==> src/aao_map.vh <==
// constants for the arithmetic and logic datapath
`ifndef AAO_MAP_VH
`define AAO_MAP_VH

// =============================================================
// operation codes
`define AAO_OP_W               4
`define AAO_ADD_REG_OP         4'h0
`define AAO_ADD_CARRY_REG_OP   4'h1
`define AAO_ADD_IMM_WORD_OP    4'h2
`define AAO_SUB_REG_OP         4'h3
`define AAO_SUB_IMM_OP         4'h4
`define AAO_SUB_CARRY_REG_OP   4'h5
`define AAO_SUB_CARRY_IMM_OP   4'h6
`define AAO_SUB_IMM_WORD_OP    4'h7
`define AAO_AND_REG_OP         4'h8
`define AAO_AND_IMM_OP         4'h9
`define AAO_OR_REG_OP          4'hA
`define AAO_OR_IMM_OP          4'hB
`define AAO_XOR_REG_OP         4'hC
`define AAO_SET_BITS_OP        4'hD
`define AAO_CLEAR_BITS_OP      4'hE
`define AAO_ZERO_MINUS_TEST_OP 4'hF

// =============================================================
// flag register bit positions
`define AAO_FLG_C 0
`define AAO_FLG_Z 1
`define AAO_FLG_N 2
`define AAO_FLG_V 3
`define AAO_FLG_S 4
`define AAO_FLG_H 5
`define AAO_FLG_T 6
`define AAO_FLG_I 7

// =============================================================
// reset values
`define AAO_FLAGS_RST  8'h00
`define AAO_RESULT_RST 16'h0000

// =============================================================
// register port offsets
`define AAO_ADDR_W     2
`define AAO_OFS_FLAGS  2'h0
`define AAO_OFS_STATUS 2'h1
`define AAO_OFS_RES_LO 2'h2
`define AAO_OFS_RES_HI 2'h3

// status register fields
`define AAO_STS_BUSY 0
`define AAO_STS_WIDE 1

// =============================================================
// timing in core clocks
`define AAO_BYTE_CYCLES 1
`define AAO_WORD_CYCLES 2

`endif

==> src/aao_addsub.v <==
// eight-bit adder and subtractor slice with flag terms
`timescale 1ns/1ps

module aao_addsub (
	input  wire [7:0] a_i,
	input  wire [7:0] b_i,
	input  wire       cin_i,
	input  wire       sub_i,
	output wire [7:0] r_o,
	output wire       cout_o,
	output wire       half_o,
	output wire       ovf_o
);

	wire [8:0] sum9;
	wire [4:0] sum5;

	// subtraction yields borrow in bit 8 and bit 4
	assign sum9 = sub_i ? ({1'b0, a_i} - {1'b0, b_i} - {8'h00, cin_i})
	                    : ({1'b0, a_i} + {1'b0, b_i} + {8'h00, cin_i});
	assign sum5 = sub_i ? ({1'b0, a_i[3:0]} - {1'b0, b_i[3:0]}
	                       - {4'h0, cin_i})
	                    : ({1'b0, a_i[3:0]} + {1'b0, b_i[3:0]}
	                       + {4'h0, cin_i});

	assign r_o    = sum9[7:0];
	assign cout_o = sum9[8];
	assign half_o = sum5[4];
	assign ovf_o  = sub_i ?
		((a_i[7] & ~b_i[7] & ~sum9[7]) | (~a_i[7] & b_i[7] & sum9[7])) :
		((a_i[7] & b_i[7] & ~sum9[7]) | (~a_i[7] & ~b_i[7] & sum9[7]));

endmodule

==> src/aao_alu_ops.v <==
// arithmetic and logic datapath with flag register and register port
//
// Overview of operation
// RULE1 - add registers plus carry, flags, one clock
// RULE2 - add immediate to register pair, two clocks
// RULE3 - subtract immediate from register, one clock
// RULE4 - subtract register and carry, one clock
// RULE5 - subtract immediate and carry, one clock
// RULE6 - subtract immediate from register pair, two clocks
// RULE7 - and with immediate, flags Z N V
// RULE8 - or with immediate, flags Z N V
// RULE9 - set bits by or with mask
// RULE10 - clear bits by and with inverted mask
// RULE11 - test register by and with itself
// RULE12 - zero on all-zero result, negative is top bit
// RULE13 - logic clears overflow, sign is N xor V (the code updates S only on the two word operations)
`timescale 1ns/1ps
`include "aao_map.vh"

module aao_alu_ops #(
	parameter DATA_W = 8
) (
	input  wire                   clk_i,
	input  wire                   nrst_i,
	input  wire                   start_i,
	input  wire [`AAO_OP_W-1:0]   op_i,
	input  wire [DATA_W-1:0]      dst_i,
	input  wire [DATA_W-1:0]      dst_hi_i,
	input  wire [DATA_W-1:0]      src_reg_i,
	input  wire [DATA_W-1:0]      imm_i,
	input  wire [`AAO_ADDR_W-1:0] addr_i,
	input  wire [7:0]             wdata_i,
	input  wire                   wr_i,
	input  wire                   rd_i,
	output reg  [7:0]             rdata_o,
	output reg  [2*DATA_W-1:0]    result_o,
	output reg                    done_o,
	output reg                    wide_o,
	output reg                    busy_o,
	output reg  [7:0]             flags_o
);

	// =========================================================
	// state machine codes
	localparam ST_IDLE    = 1'b0;
	localparam ST_WORD_HI = 1'b1;

	reg                state;
	reg [DATA_W-1:0]   lo_q;
	reg                lo_carry_q;
	reg [DATA_W-1:0]   dst_hi_q;
	reg                word_sub_q;

	// =========================================================
	// operation decode
	reg                is_word;
	reg                is_arith;
	reg                is_logic;
	reg                op_sub;
	reg                use_carry;
	reg                use_imm;
	reg [DATA_W-1:0]   logic_res;

	always @* begin
		is_word   = 1'b0;
		is_arith  = 1'b0;
		is_logic  = 1'b0;
		op_sub    = 1'b0;
		use_carry = 1'b0;
		use_imm   = 1'b0;
		logic_res = dst_i;
		case (op_i)
			`AAO_ADD_REG_OP: begin
				is_arith = 1'b1;
			end
			`AAO_ADD_CARRY_REG_OP: begin
				is_arith  = 1'b1;
				use_carry = 1'b1; // RULE1
			end
			`AAO_ADD_IMM_WORD_OP: begin
				is_word = 1'b1; // RULE2
				use_imm = 1'b1;
			end
			`AAO_SUB_REG_OP: begin
				is_arith = 1'b1;
				op_sub   = 1'b1;
			end
			`AAO_SUB_IMM_OP: begin
				is_arith = 1'b1; // RULE3
				op_sub   = 1'b1;
				use_imm  = 1'b1;
			end
			`AAO_SUB_CARRY_REG_OP: begin
				is_arith  = 1'b1; // RULE4
				op_sub    = 1'b1;
				use_carry = 1'b1;
			end
			`AAO_SUB_CARRY_IMM_OP: begin
				is_arith  = 1'b1; // RULE5
				op_sub    = 1'b1;
				use_carry = 1'b1;
				use_imm   = 1'b1;
			end
			`AAO_SUB_IMM_WORD_OP: begin
				is_word = 1'b1; // RULE6
				op_sub  = 1'b1;
				use_imm = 1'b1;
			end
			`AAO_AND_REG_OP: begin
				is_logic  = 1'b1;
				logic_res = dst_i & src_reg_i;
			end
			`AAO_AND_IMM_OP: begin
				is_logic  = 1'b1;
				logic_res = dst_i & imm_i; // RULE7
			end
			`AAO_OR_REG_OP: begin
				is_logic  = 1'b1;
				logic_res = dst_i | src_reg_i;
			end
			`AAO_OR_IMM_OP: begin
				is_logic  = 1'b1;
				logic_res = dst_i | imm_i; // RULE8
			end
			`AAO_XOR_REG_OP: begin
				is_logic  = 1'b1;
				logic_res = dst_i ^ src_reg_i;
			end
			`AAO_SET_BITS_OP: begin
				is_logic  = 1'b1;
				logic_res = dst_i | imm_i; // RULE9
			end
			`AAO_CLEAR_BITS_OP: begin
				is_logic  = 1'b1;
				logic_res = dst_i & ~imm_i; // RULE10
			end
			default: begin
				is_logic  = 1'b1;
				logic_res = dst_i & dst_i; // RULE11
			end
		endcase
	end

	// =========================================================
	// shared adder slice
	reg  [DATA_W-1:0]  slice_a;
	reg  [DATA_W-1:0]  slice_b;
	reg                slice_cin;
	reg                slice_sub;
	wire [DATA_W-1:0]  slice_r;
	wire               slice_cout;
	wire               slice_half;
	wire               slice_ovf;

	always @* begin
		if (state == ST_WORD_HI) begin
			// high byte takes the carry or borrow of the low byte
			slice_a   = dst_hi_q;
			slice_b   = {DATA_W{1'b0}};
			slice_cin = lo_carry_q;
			slice_sub = word_sub_q;
		end else begin
			slice_a   = dst_i;
			slice_b   = use_imm ? imm_i : src_reg_i;
			slice_cin = use_carry & flags_o[`AAO_FLG_C];
			slice_sub = op_sub;
		end
	end

	aao_addsub u_slice (
		.a_i    (slice_a),
		.b_i    (slice_b),
		.cin_i  (slice_cin),
		.sub_i  (slice_sub),
		.r_o    (slice_r),
		.cout_o (slice_cout),
		.half_o (slice_half),
		.ovf_o  (slice_ovf)
	);

	// =========================================================
	// flag and result computation
	wire               take;
	reg                hw_upd;
	reg  [7:0]         hw_flags;
	reg  [2*DATA_W-1:0] next_result;
	reg                next_done;
	reg                next_wide;

	assign take = start_i & (state == ST_IDLE);

	always @* begin
		hw_upd      = 1'b0;
		hw_flags    = flags_o;
		next_result = result_o;
		next_done   = 1'b0;
		next_wide   = wide_o;
		if (state == ST_WORD_HI) begin
			hw_upd      = 1'b1;
			next_done   = 1'b1;
			next_wide   = 1'b1;
			next_result = {slice_r, lo_q};
			hw_flags[`AAO_FLG_Z] = ({slice_r, lo_q} == 0); // RULE12
			hw_flags[`AAO_FLG_C] = slice_cout; // RULE2 RULE6
			hw_flags[`AAO_FLG_N] = slice_r[DATA_W-1]; // RULE12
			hw_flags[`AAO_FLG_V] = slice_ovf;
			hw_flags[`AAO_FLG_S] = slice_r[DATA_W-1] ^ slice_ovf; // RULE13
		end else if (take && is_arith) begin
			hw_upd      = 1'b1;
			next_done   = 1'b1;
			next_wide   = 1'b0;
			next_result = {{DATA_W{1'b0}}, slice_r};
			hw_flags[`AAO_FLG_Z] = (slice_r == 0); // RULE12
			hw_flags[`AAO_FLG_C] = slice_cout; // RULE1 RULE3 RULE4 RULE5
			hw_flags[`AAO_FLG_N] = slice_r[DATA_W-1]; // RULE12
			hw_flags[`AAO_FLG_V] = slice_ovf;
			hw_flags[`AAO_FLG_H] = slice_half;
		end else if (take && is_logic) begin
			hw_upd      = 1'b1;
			next_done   = 1'b1;
			next_wide   = 1'b0;
			next_result = {{DATA_W{1'b0}}, logic_res};
			hw_flags[`AAO_FLG_Z] = (logic_res == 0); // RULE12
			hw_flags[`AAO_FLG_N] = logic_res[DATA_W-1]; // RULE12
			hw_flags[`AAO_FLG_V] = 1'b0; // RULE13
		end
	end

	// =========================================================
	// sequencing of one and two clock operations
	reg                next_state;
	reg                next_busy;
	reg  [DATA_W-1:0]  next_lo;
	reg                next_lo_carry;
	reg  [DATA_W-1:0]  next_dst_hi;
	reg                next_word_sub;

	always @* begin
		next_state    = state;
		next_busy     = busy_o;
		next_lo       = lo_q;
		next_lo_carry = lo_carry_q;
		next_dst_hi   = dst_hi_q;
		next_word_sub = word_sub_q;
		case (state)
			ST_IDLE: begin
				if (take && is_word) begin
					// low byte now, high byte next clock
					next_lo       = slice_r; // RULE2 RULE6
					next_lo_carry = slice_cout;
					next_dst_hi   = dst_hi_i;
					next_word_sub = op_sub;
					next_busy     = 1'b1;
					next_state    = ST_WORD_HI;
				end
			end
			default: begin
				next_busy  = 1'b0;
				next_state = ST_IDLE;
			end
		endcase
	end

	always @(posedge clk_i or negedge nrst_i) begin
		if (!nrst_i) begin
			state      <= ST_IDLE;
			lo_q       <= {DATA_W{1'b0}};
			lo_carry_q <= 1'b0;
			dst_hi_q   <= {DATA_W{1'b0}};
			word_sub_q <= 1'b0;
			busy_o     <= 1'b0;
		end else begin
			state      <= next_state;
			lo_q       <= next_lo;
			lo_carry_q <= next_lo_carry;
			dst_hi_q   <= next_dst_hi;
			word_sub_q <= next_word_sub;
			busy_o     <= next_busy;
		end
	end

	// =========================================================
	// flag register, datapath update wins over a software write
	wire               flags_wr;
	reg  [7:0]         next_flags;

	assign flags_wr = wr_i && (addr_i == `AAO_OFS_FLAGS);

	always @* begin
		if (hw_upd) begin
			next_flags = hw_flags;
		end else if (flags_wr) begin
			next_flags = wdata_i;
		end else begin
			next_flags = flags_o;
		end
	end

	// =========================================================
	// result and flag registers
	always @(posedge clk_i or negedge nrst_i) begin
		if (!nrst_i) begin
			result_o <= `AAO_RESULT_RST;
			done_o   <= 1'b0;
			wide_o   <= 1'b0;
			flags_o  <= `AAO_FLAGS_RST;
		end else begin
			result_o <= next_result;
			done_o   <= next_done;
			wide_o   <= next_wide;
			flags_o  <= next_flags;
		end
	end

	// =========================================================
	// register port read data, valid one cycle after the strobe
	reg  [7:0]         status_word;
	reg  [7:0]         next_rdata;

	always @* begin
		status_word                = 8'h00;
		status_word[`AAO_STS_BUSY] = busy_o;
		status_word[`AAO_STS_WIDE] = wide_o;
	end

	always @* begin
		next_rdata = 8'h00;
		if (!rd_i) begin
			next_rdata = 8'h00;
		end else if (addr_i == `AAO_OFS_FLAGS) begin
			next_rdata = flags_o;
		end else if (addr_i == `AAO_OFS_STATUS) begin
			next_rdata = status_word;
		end else if (addr_i == `AAO_OFS_RES_LO) begin
			next_rdata = result_o[7:0];
		end else begin
			next_rdata = result_o[15:8];
		end
	end

	always @(posedge clk_i or negedge nrst_i) begin
		if (!nrst_i) begin
			rdata_o <= 8'h00;
		end else begin
			rdata_o <= next_rdata;
		end
	end

endmodule

==> config.mk <==
export PLATFORM = sky130hd
export DESIGN_NAME = aao_alu_ops
export DESIGN_NICKNAME = d
export VERILOG_FILES = /design/src/aao_addsub.v /design/src/aao_alu_ops.v
export VERILOG_INCLUDE_DIRS = /design/src
export SDC_FILE = /design/constraint.sdc
export NUM_CORES = 1
export LEC_CHECK = 0
export BUFFER_PORTS_ARGS = -buffer_cell sky130_fd_sc_hd__clkbuf_2
export CORE_ASPECT_RATIO = 1.5
export CORE_MARGIN = 8
export CORE_UTILIZATION = 55
export DETAILED_ROUTE_END_ITERATION = 10
export PLACE_DENSITY_LB_ADDON = 0.15
export SETUP_SLACK_MARGIN = 0.1
export SKIP_LAST_GASP = 1
export SYNTH_ARGS = -nofsm -noshare
export SYNTH_HDL_FRONTEND = slang
export SYNTH_HIERARCHICAL = 1
export SYNTH_SLANG_ARGS = --single-unit
==> constraint.sdc <==
create_clock -name clk_i -period 5.1 [get_ports clk_i]
set_input_delay 0.51 -clock clk_i [delete_from_list [all_inputs] [get_ports clk_i]]
set_output_delay 0.51 -clock clk_i [all_outputs]
set_load 0.1 [all_outputs]
# Yosys cells after proc, flatten, opt, wreduce, memory -nomap -nowiden
# Cells that the tools add are included.
[totals] regBits=54 input_bits=51
[op_classes] bitwise=26 eq_ne=21 addsub=8 n_mux=41 reduce_logical=25
[op_table] cell="$mux W8" count=7
[op_table] cell="$pmux W8 S7" count=1
[op_table] cell="$mux W16" count=3
[op_table] cell="$and A8 B8 Y8" count=4
[op_table] cell="$eq A4 B4 Y1 const B" count=7
[op_table] cell="$mux W1" count=23
[op_table] cell="$eq A4 B3 Y1 const B" count=4
[op_table] cell="$logic_not A16 Y1" count=1
[op_table] cell="$logic_not A8 Y1" count=2
[op_table] cell="$or A8 B8 Y8" count=2
[op_table] cell="$mux W6" count=2
[op_table] cell="$and A1 B1 Y1" count=10
[op_table] cell="$reduce_and A2 Y1" count=5
[op_table] cell="$add A8 B8 Y9" count=1
[op_table] cell="$add A9 B1 Y9" count=1
[op_table] cell="$mux W9" count=1
[op_table] cell="$sub A8 B8 Y9" count=1
[op_table] cell="$sub A9 B1 Y9" count=1
[op_table] cell="$eq A4 B2 Y1 const B" count=2
[op_table] cell="$not A8 Y8" count=1
[op_table] cell="$reduce_or A8 Y1" count=1
[op_table] cell="$xor A8 B8 Y8" count=1
[op_table] cell="$mux W3" count=2
[op_table] cell="$reduce_or A6 Y1" count=1
[op_table] cell="other kinds (26)" count=37

# Longest topological paths before layout
[logic_depth] depth_word=15 mapped_depth=21 depth_no_buf=20

# Cells and area by module
# Netlist, hierarchy kept.
[modules_own_cells] module="aao_alu_ops" seq_area_each_um2=1351.3 area_each_um2=3304.4 instances=1 cells_per_inst=351
[modules_own_cells] module="aao_addsub" seq_area_each_um2=0.0 area_each_um2=959.7 instances=1 cells_per_inst=122

# Worst setup path after synthesis
# Ideal clock, no wire load.
[synth_timing] path_type="input -> register" from="input op_i[0]" to="register flags_o[1]" n_path_buf=1 arrival_time_ns=3.853 setup_time_ns=0.103 slack_ns=1.144 path_stages=20 required_time_ns=4.997 path_cell_list="buf_4 > and2b_2 > a21oi_1 > nor2_2 > mux2i_1 > nor2_1 > inv_1 > fa_1 > fa_1 > o21bai_1 > a21oi_1 > o31ai_1 > xnor2_1 > nor2_1 > a21oi_1 > nor4_1 > nand2_1 > a21oi_1 > o22ai_1 > o41ai_2"
[synth_between] elab_chain_len=12
[synth_lines] item="from (decl)" line_no="aao_alu_ops.v:26" text="input wire [`AAO_OP_W-1:0] op_i,"
[synth_lines] item="$eq A4 B3 Y1 / $eq A4 B2 Y1 (equally long branches)" line_no="aao_alu_ops.v:72" text="case (op_i)"
[synth_lines] item="$reduce_or A4 Y1 (no line) (*)"
[synth_lines] item="$mux W1 (*)" line_no="aao_alu_ops.v:72"
[synth_lines] item="$mux W8 (*)" line_no="aao_alu_ops.v:164" text="slice_b = use_imm ? imm_i : src_reg_i;"
[synth_lines] item="$mux W8 (*)" line_no="aao_alu_ops.v:156" text="if (state == ST_WORD_HI) begin"
[synth_lines] item="net slice_b[0]" line_no="aao_alu_ops.v:147" text="reg [DATA_W-1:0] slice_b;"
[synth_lines] item="$add A8 B8 Y9 / $sub A8 B8 Y9 (equally long branches)" line_no="aao_addsub.v:20, aao_addsub.v:19"
[synth_lines] item="$add A9 B1 Y9 / $sub A9 B1 Y9 (equally long branches)" line_no="aao_addsub.v:20, aao_addsub.v:19"
[synth_lines] item="$mux W9 (*)" line_no="aao_addsub.v:19" text="assign sum9 = sub_i ? ({1'b0, a_i} - {1'b0, b_i} - {8'h00, cin_i})"
[synth_lines] item="net slice_r[6]" line_no="aao_alu_ops.v:150" text="wire [DATA_W-1:0] slice_r;"
[synth_lines] item="$logic_not A8 Y1" line_no="aao_alu_ops.v:213" text="hw_flags[`AAO_FLG_Z] = (slice_r == 0);"
[synth_lines] item="$mux W3" line_no="aao_alu_ops.v:208" text="end else if (take && is_arith) begin"
[synth_lines] item="$mux W4 (*)" line_no="aao_alu_ops.v:198" text="if (state == ST_WORD_HI) begin"
[synth_lines] item="$mux W6 (*)" line_no="aao_alu_ops.v:290" text="if (hw_upd) begin"
[synth_lines] item="to (signal assigned)" line_no="aao_alu_ops.v:306" text="flags_o <= `AAO_FLAGS_RST;"
[synth_lines] item="to (signal assigned)" line_no="aao_alu_ops.v:311" text="flags_o <= next_flags;"
[synth_lines] item="to (decl)" line_no="aao_alu_ops.v:40" text="output reg [7:0] flags_o"
# Mark *: on every way through the listed nets, which the timed path passes. The rest lies on a longest branch. The select of a mux whose other input is x is not followed.
# A chain may end at the register's enable or synchronous reset.

# Final worst setup path
[layout_timing] from="register state" to="register flags_o[1]"
[layout_between] elab_chain_len=8
[layout_lines] item="from (decl)" line_no="aao_alu_ops.v:48" text="reg state;"
[layout_lines] item="from (signal assigned)" line_no="aao_alu_ops.v:273" text="state <= next_state;"
[layout_lines] item="$mux W8 (*)" line_no="aao_alu_ops.v:156"
[layout_lines] item="net slice_a[6]" line_no="aao_alu_ops.v:146" text="reg [DATA_W-1:0] slice_a;"
[layout_lines] item="$add A8 B8 Y9 / $sub A8 B8 Y9 (equally long branches)" line_no="aao_addsub.v:20, aao_addsub.v:19"
[layout_lines] item="$add A9 B1 Y9 / $sub A9 B1 Y9 (equally long branches)" line_no="aao_addsub.v:20, aao_addsub.v:19"
[layout_lines] item="$mux W9 (*)" line_no="aao_addsub.v:19"
[layout_lines] item="net slice_r[7]" line_no="aao_alu_ops.v:150"
[layout_lines] item="$logic_not A8 Y1" line_no="aao_alu_ops.v:213"
[layout_lines] item="$mux W3" line_no="aao_alu_ops.v:208"
[layout_lines] item="$mux W4 (*)" line_no="aao_alu_ops.v:198"
[layout_lines] item="$mux W6 (*)" line_no="aao_alu_ops.v:290"
# Mark *: on every way through the listed nets, which the timed path passes. The rest lies on a longest branch.

==> summary.md <==
| Metric | Value |
|---|---|
| Final-report hold violation count | `0` |
| Startpoint of the worst register-to-register path | `state` |
| Max H-tree Level | `2` |
| DIE WIDTH | `~88 um` |
| PortBufs | `85` |
| Peak per-stage delay on the critical path | `0.82 ns` |
| Final worst path period share | `0.804` |
| Antenna Cells | `0` |
| Worst-case headroom to the max-slew limit | `0.299` |
| Detailed-route via count | `slightly below 4k` |
| Final ANT Viol Nets | `0` |
| Number of buffers and inverters on the critical path | `3` |
| Area overhead of the layout relative to synthesis | `15.1%` |
| Count of different cell masters after synthesis | `between 60 and 70` |
| Top FF cell, synth | `dfrtp_1` |
| Root buffer cell | `clkbuf_16` |
| Post-layout min period | `4.10 ns` |
| Maximum number of pins on one net before global-route repair | `55` |
| Number of ports placed on the die boundary | `86` |
| Setup violators final | `0` |
| Fraction of layout instances using a drive strength above 1 | `0.258` |
| Sum Neg Setup Slack | `0 ns` |
| Area of the die | `10,900 um2` |
| Post-CTS sizing | `0` |
| Reg clk slew, reported paths | `0.08 ns` |
| Sequential fraction of the synthesis area | `0.317` |
| Global-route congestion overflow total | `0` |
| Placed wire-length estimate after detailed placement | `~10,000 um` |
| Layout Nets | `between 600 and 700` |
| Total core area | `7560 um2` |
| Final-report max-slew violation count | `0` |
| Data required time of the worst path | `5.30 ns` |
| Hold-fix buffers, CTS | `0` |
| Worst setup margin | `0.998 ns` |
| Worst-margin pin slew | `1.05 ns` |
| Via/cell ratio | `5.90` |
| Worst VDD drop | `about 0.23 mV` |
| Combinational family with the most area after synthesis | `compound AO/OA/AOI/OAI gates` |
| Cell family with the largest share of critical-path delay | `flip-flops` |
| Pre-antenna DRT Iters | `4` |
| Inserted Clock Buffers | `5` |
| Leak Pwr | `2.34 nW` |
| Post-synthesis register bit count | `54` |
| Number of filler instances in the final layout | `672` |
| Setup slack, reg-to-reg | `1.0 ns` |
| Async set-reset flop share out of synthesis | `1.00` |
| Max Clock Freq | `0.244 GHz` |
| Die Y | `124 um` |
| Share of synthesized cell area in full adder, half adder and majority cells | `0.0863` |
| Synth Area per Inst | `9.01 um2` |
| Wire length of the first global-routing pass | `19,900 um` |
| Pre-CTS setup slack | `0.768 ns` |
| Fraction of the mapped netlist area in compound gates | `0.195` |
| Global router's overall resource usage | `0.235` |
| Power Density | `392 nW/um2` |
| Syn Nets | `551` |
| DR iter-0 viols | `172` |
| Average wire per cell in the routed design | `about 19 um` |
| Post-route total power | `1.92 mW` |
| Setup repair after global routing missed its margin | `false` |
| Initial core utilization | `0.564` |
| Run status | `finished clean` |
| Later-pin clock latency in the skew report | `0.30 ns` |
| Number of antenna violations at the first check in global routing | `0` |
| Bufs on Longest Clock Path | `2` |
| Routed Wire Length | `12,600 um` |
| CTS Sinks | `54` |
| Final core area utilization | `0.649` |
| Simple-gate portion of the synthesized area | `0.181` |
| Total setup buffers inserted after CTS | `0` |
| Maxcap violations | `0` |
| Startpoint Class | `flip-flop` |
| Synthesized-area fraction occupied by xor and xnor cells | `0.0349` |
| Worst EP arrival | `4.30 ns` |
| Worst Skew | `0.00537 ns` |
| Min-delay worst type | `in2async` |
| Count of flip-flops with a built-in enable after synthesis | `0` |
| Residual DRC count | `0` |
| Depth of the worst register-to-register path | `16` |
| Gate count of the mapped netlist | `473` |
| Element type at the critical path end | `flip-flop` |
| TritonCTS clock tree | `yes` |
| Crit-path slowest cell | `dfrtp_1` |
| Vias in the first global route | `3,877` |
| Count of standard-cell rows | `39` |
| CP Cell Sequence | `buf_4 -> mux2_2 -> inv_1 -> ha_1 -> inv_1 -> ha_1 -> nand4_1 -> a21oi_2 -> a2111oi_4 -> xnor2_1 -> mux2_2 -> nor4_1 -> nand2_1 -> a21oi_1 -> o22ai_1 -> o41ai_2` |
| Total number of yosys warnings | `6` |
| Gpl congestion | `0.949` |
| Worst reg2reg endpoint | `flags_o[1]` |
| Post-synthesis mux area share | `0.125` |
| Post-synthesis instance area | `4260 um2` |
| Start-to-end type of the worst setup path | `reg2reg` |
| Top fanout value on the critical path | `28` |
-- registers in the layout, indices dropped and copies added (netlist names) --
| signal | count |
|---|---|
| done_o | 1 |
| busy_o | 1 |
| result_o | 16 |
| dst_hi_q | 8 |
| state | 1 |
| word_sub_q | 1 |
| wide_o | 1 |
| flags_o | 8 |
| lo_q | 8 |
| lo_carry_q | 1 |
| rdata_o | 8 |
-- synthesized netlist by cell type, types with 3 or more instances --
cell type,number,share of area
a32oi_1,3,0.0062
mux2i_1,25,0.059
buf_6,3,0.0079
a22oi_1,13,0.023
mux2_2,19,0.050
fa_1,4,0.019
a21oi_1,33,0.039
o31ai_1,5,0.0088
and2_1,5,0.0073
a221o_1,5,0.012
a22o_1,7,0.014
nand3b_1,4,0.0070
o22ai_1,5,0.0073
nand2b_1,6,0.0088
nand2_1,56,0.049
nor3_1,6,0.0070
a31oi_1,4,0.0059
clkbuf_1,9,0.0079
nor2b_1,13,0.019
nor4_1,4,0.0059
dfrtp_1,54,0.32
a21oi_2,3,0.0062
a211oi_1,4,0.0070
xor2_1,6,0.012
xnor2_1,11,0.023
nand3_1,6,0.0070
buf_2,6,0.0070
nor2_1,29,0.026
o21ai_0,21,0.025
a221oi_1,3,0.0062
inv_1,31,0.027
ha_1,23,0.067
-- cells by family after synthesis --
logic type / after synthesis
mux: 48
buf+inv: 55
fa+ha+maj: 27
simple gates: 151
compound gates: 121
xor+xnor: 17
flops: 54
-- how the worst max path moves through the flow --
stage                  from          to  cells after the start
floorplan           op_i[0]  flags_o[1]                     20
CTS                   state  flags_o[1]                     16
detailed placement  op_i[2]  flags_o[1]                     20
global route          state  flags_o[1]                     16
global placement    op_i[2]  flags_o[1]                     20
finish                state  flags_o[1]                     16
-- final cells by class --
| type | count | area, um2 | area share |
|---|---|---|---|
| multi-input combinational | 364 | 2660 | 0.542 |
| sequential | 54 | 1350 | 0.275 |
| timing repair buffer | 92 | 478 | 0.0974 |
| tap | 102 | 128 | 0.0260 |
| clock buffer | 5 | 125 | 0.0255 |
| inverter | 32 | 120 | 0.0245 |
| clock inverter | 3 | 47.5 | 0.00969 |
-- per-layer routing --
layer / up-vias / part of all wire / wire length (um) / global-route usage
li1: 1840 / - / - / -
met3: 23 / 0.043 / 547 / 0.0284
met2: 102 / 0.55 / 6920 / 0.441
met4: 0 / 0.029 / 371 / 0.0995
met5: - / 0 / 0 / 0
met1: 1880 / 0.38 / 4770 / 0.255
-- metrics by stage --
step                instance area [um2]  std cells  hold WS [ns]
floorplan                          4260        473         0.214
global placement                   4730        644         0.460
detailed placement                 4730        644         0.463
CTS                                4910        652         0.367
global route                       4910        652         0.394
finish                             4910        652         0.332
-- placed cells by master, fill, tap and decap left out, types with 4 or more instances in the layout --
master / instances
a221o_1: 5
o31ai_1: 4
nor2b_1: 13
and2_1: 5
nand3b_1: 4
a21oi_1: 33
nor4_1: 4
nor2_1: 29
buf_4: 7
fa_1: 4
o22ai_1: 5
a211oi_1: 4
a22oi_1: 13
a31oi_1: 4
nand2_1: 56
mux2i_1: 25
inv_1: 31
mux2_2: 19
dfrtp_1: 54
nor3_1: 6
o21ai_0: 21
clkbuf_2: 85
xnor2_1: 11
nand2b_1: 6
xor2_1: 6
a22o_1: 7
nand3_1: 6
clkbuf_16: 5
ha_1: 23
-- report_power, final --
| part | switching [mW] | total, mW | leakage [nW] | internal, mW |
|---|---|---|---|---|
| logic | 0.662 | 0.922 | 1.57 | 0.260 |
| registers | 0.0787 | 0.600 | 0.680 | 0.521 |
| clock network | 0.166 | 0.401 | 0.0844 | 0.235 |
Power figures use the tool's default switching activity.
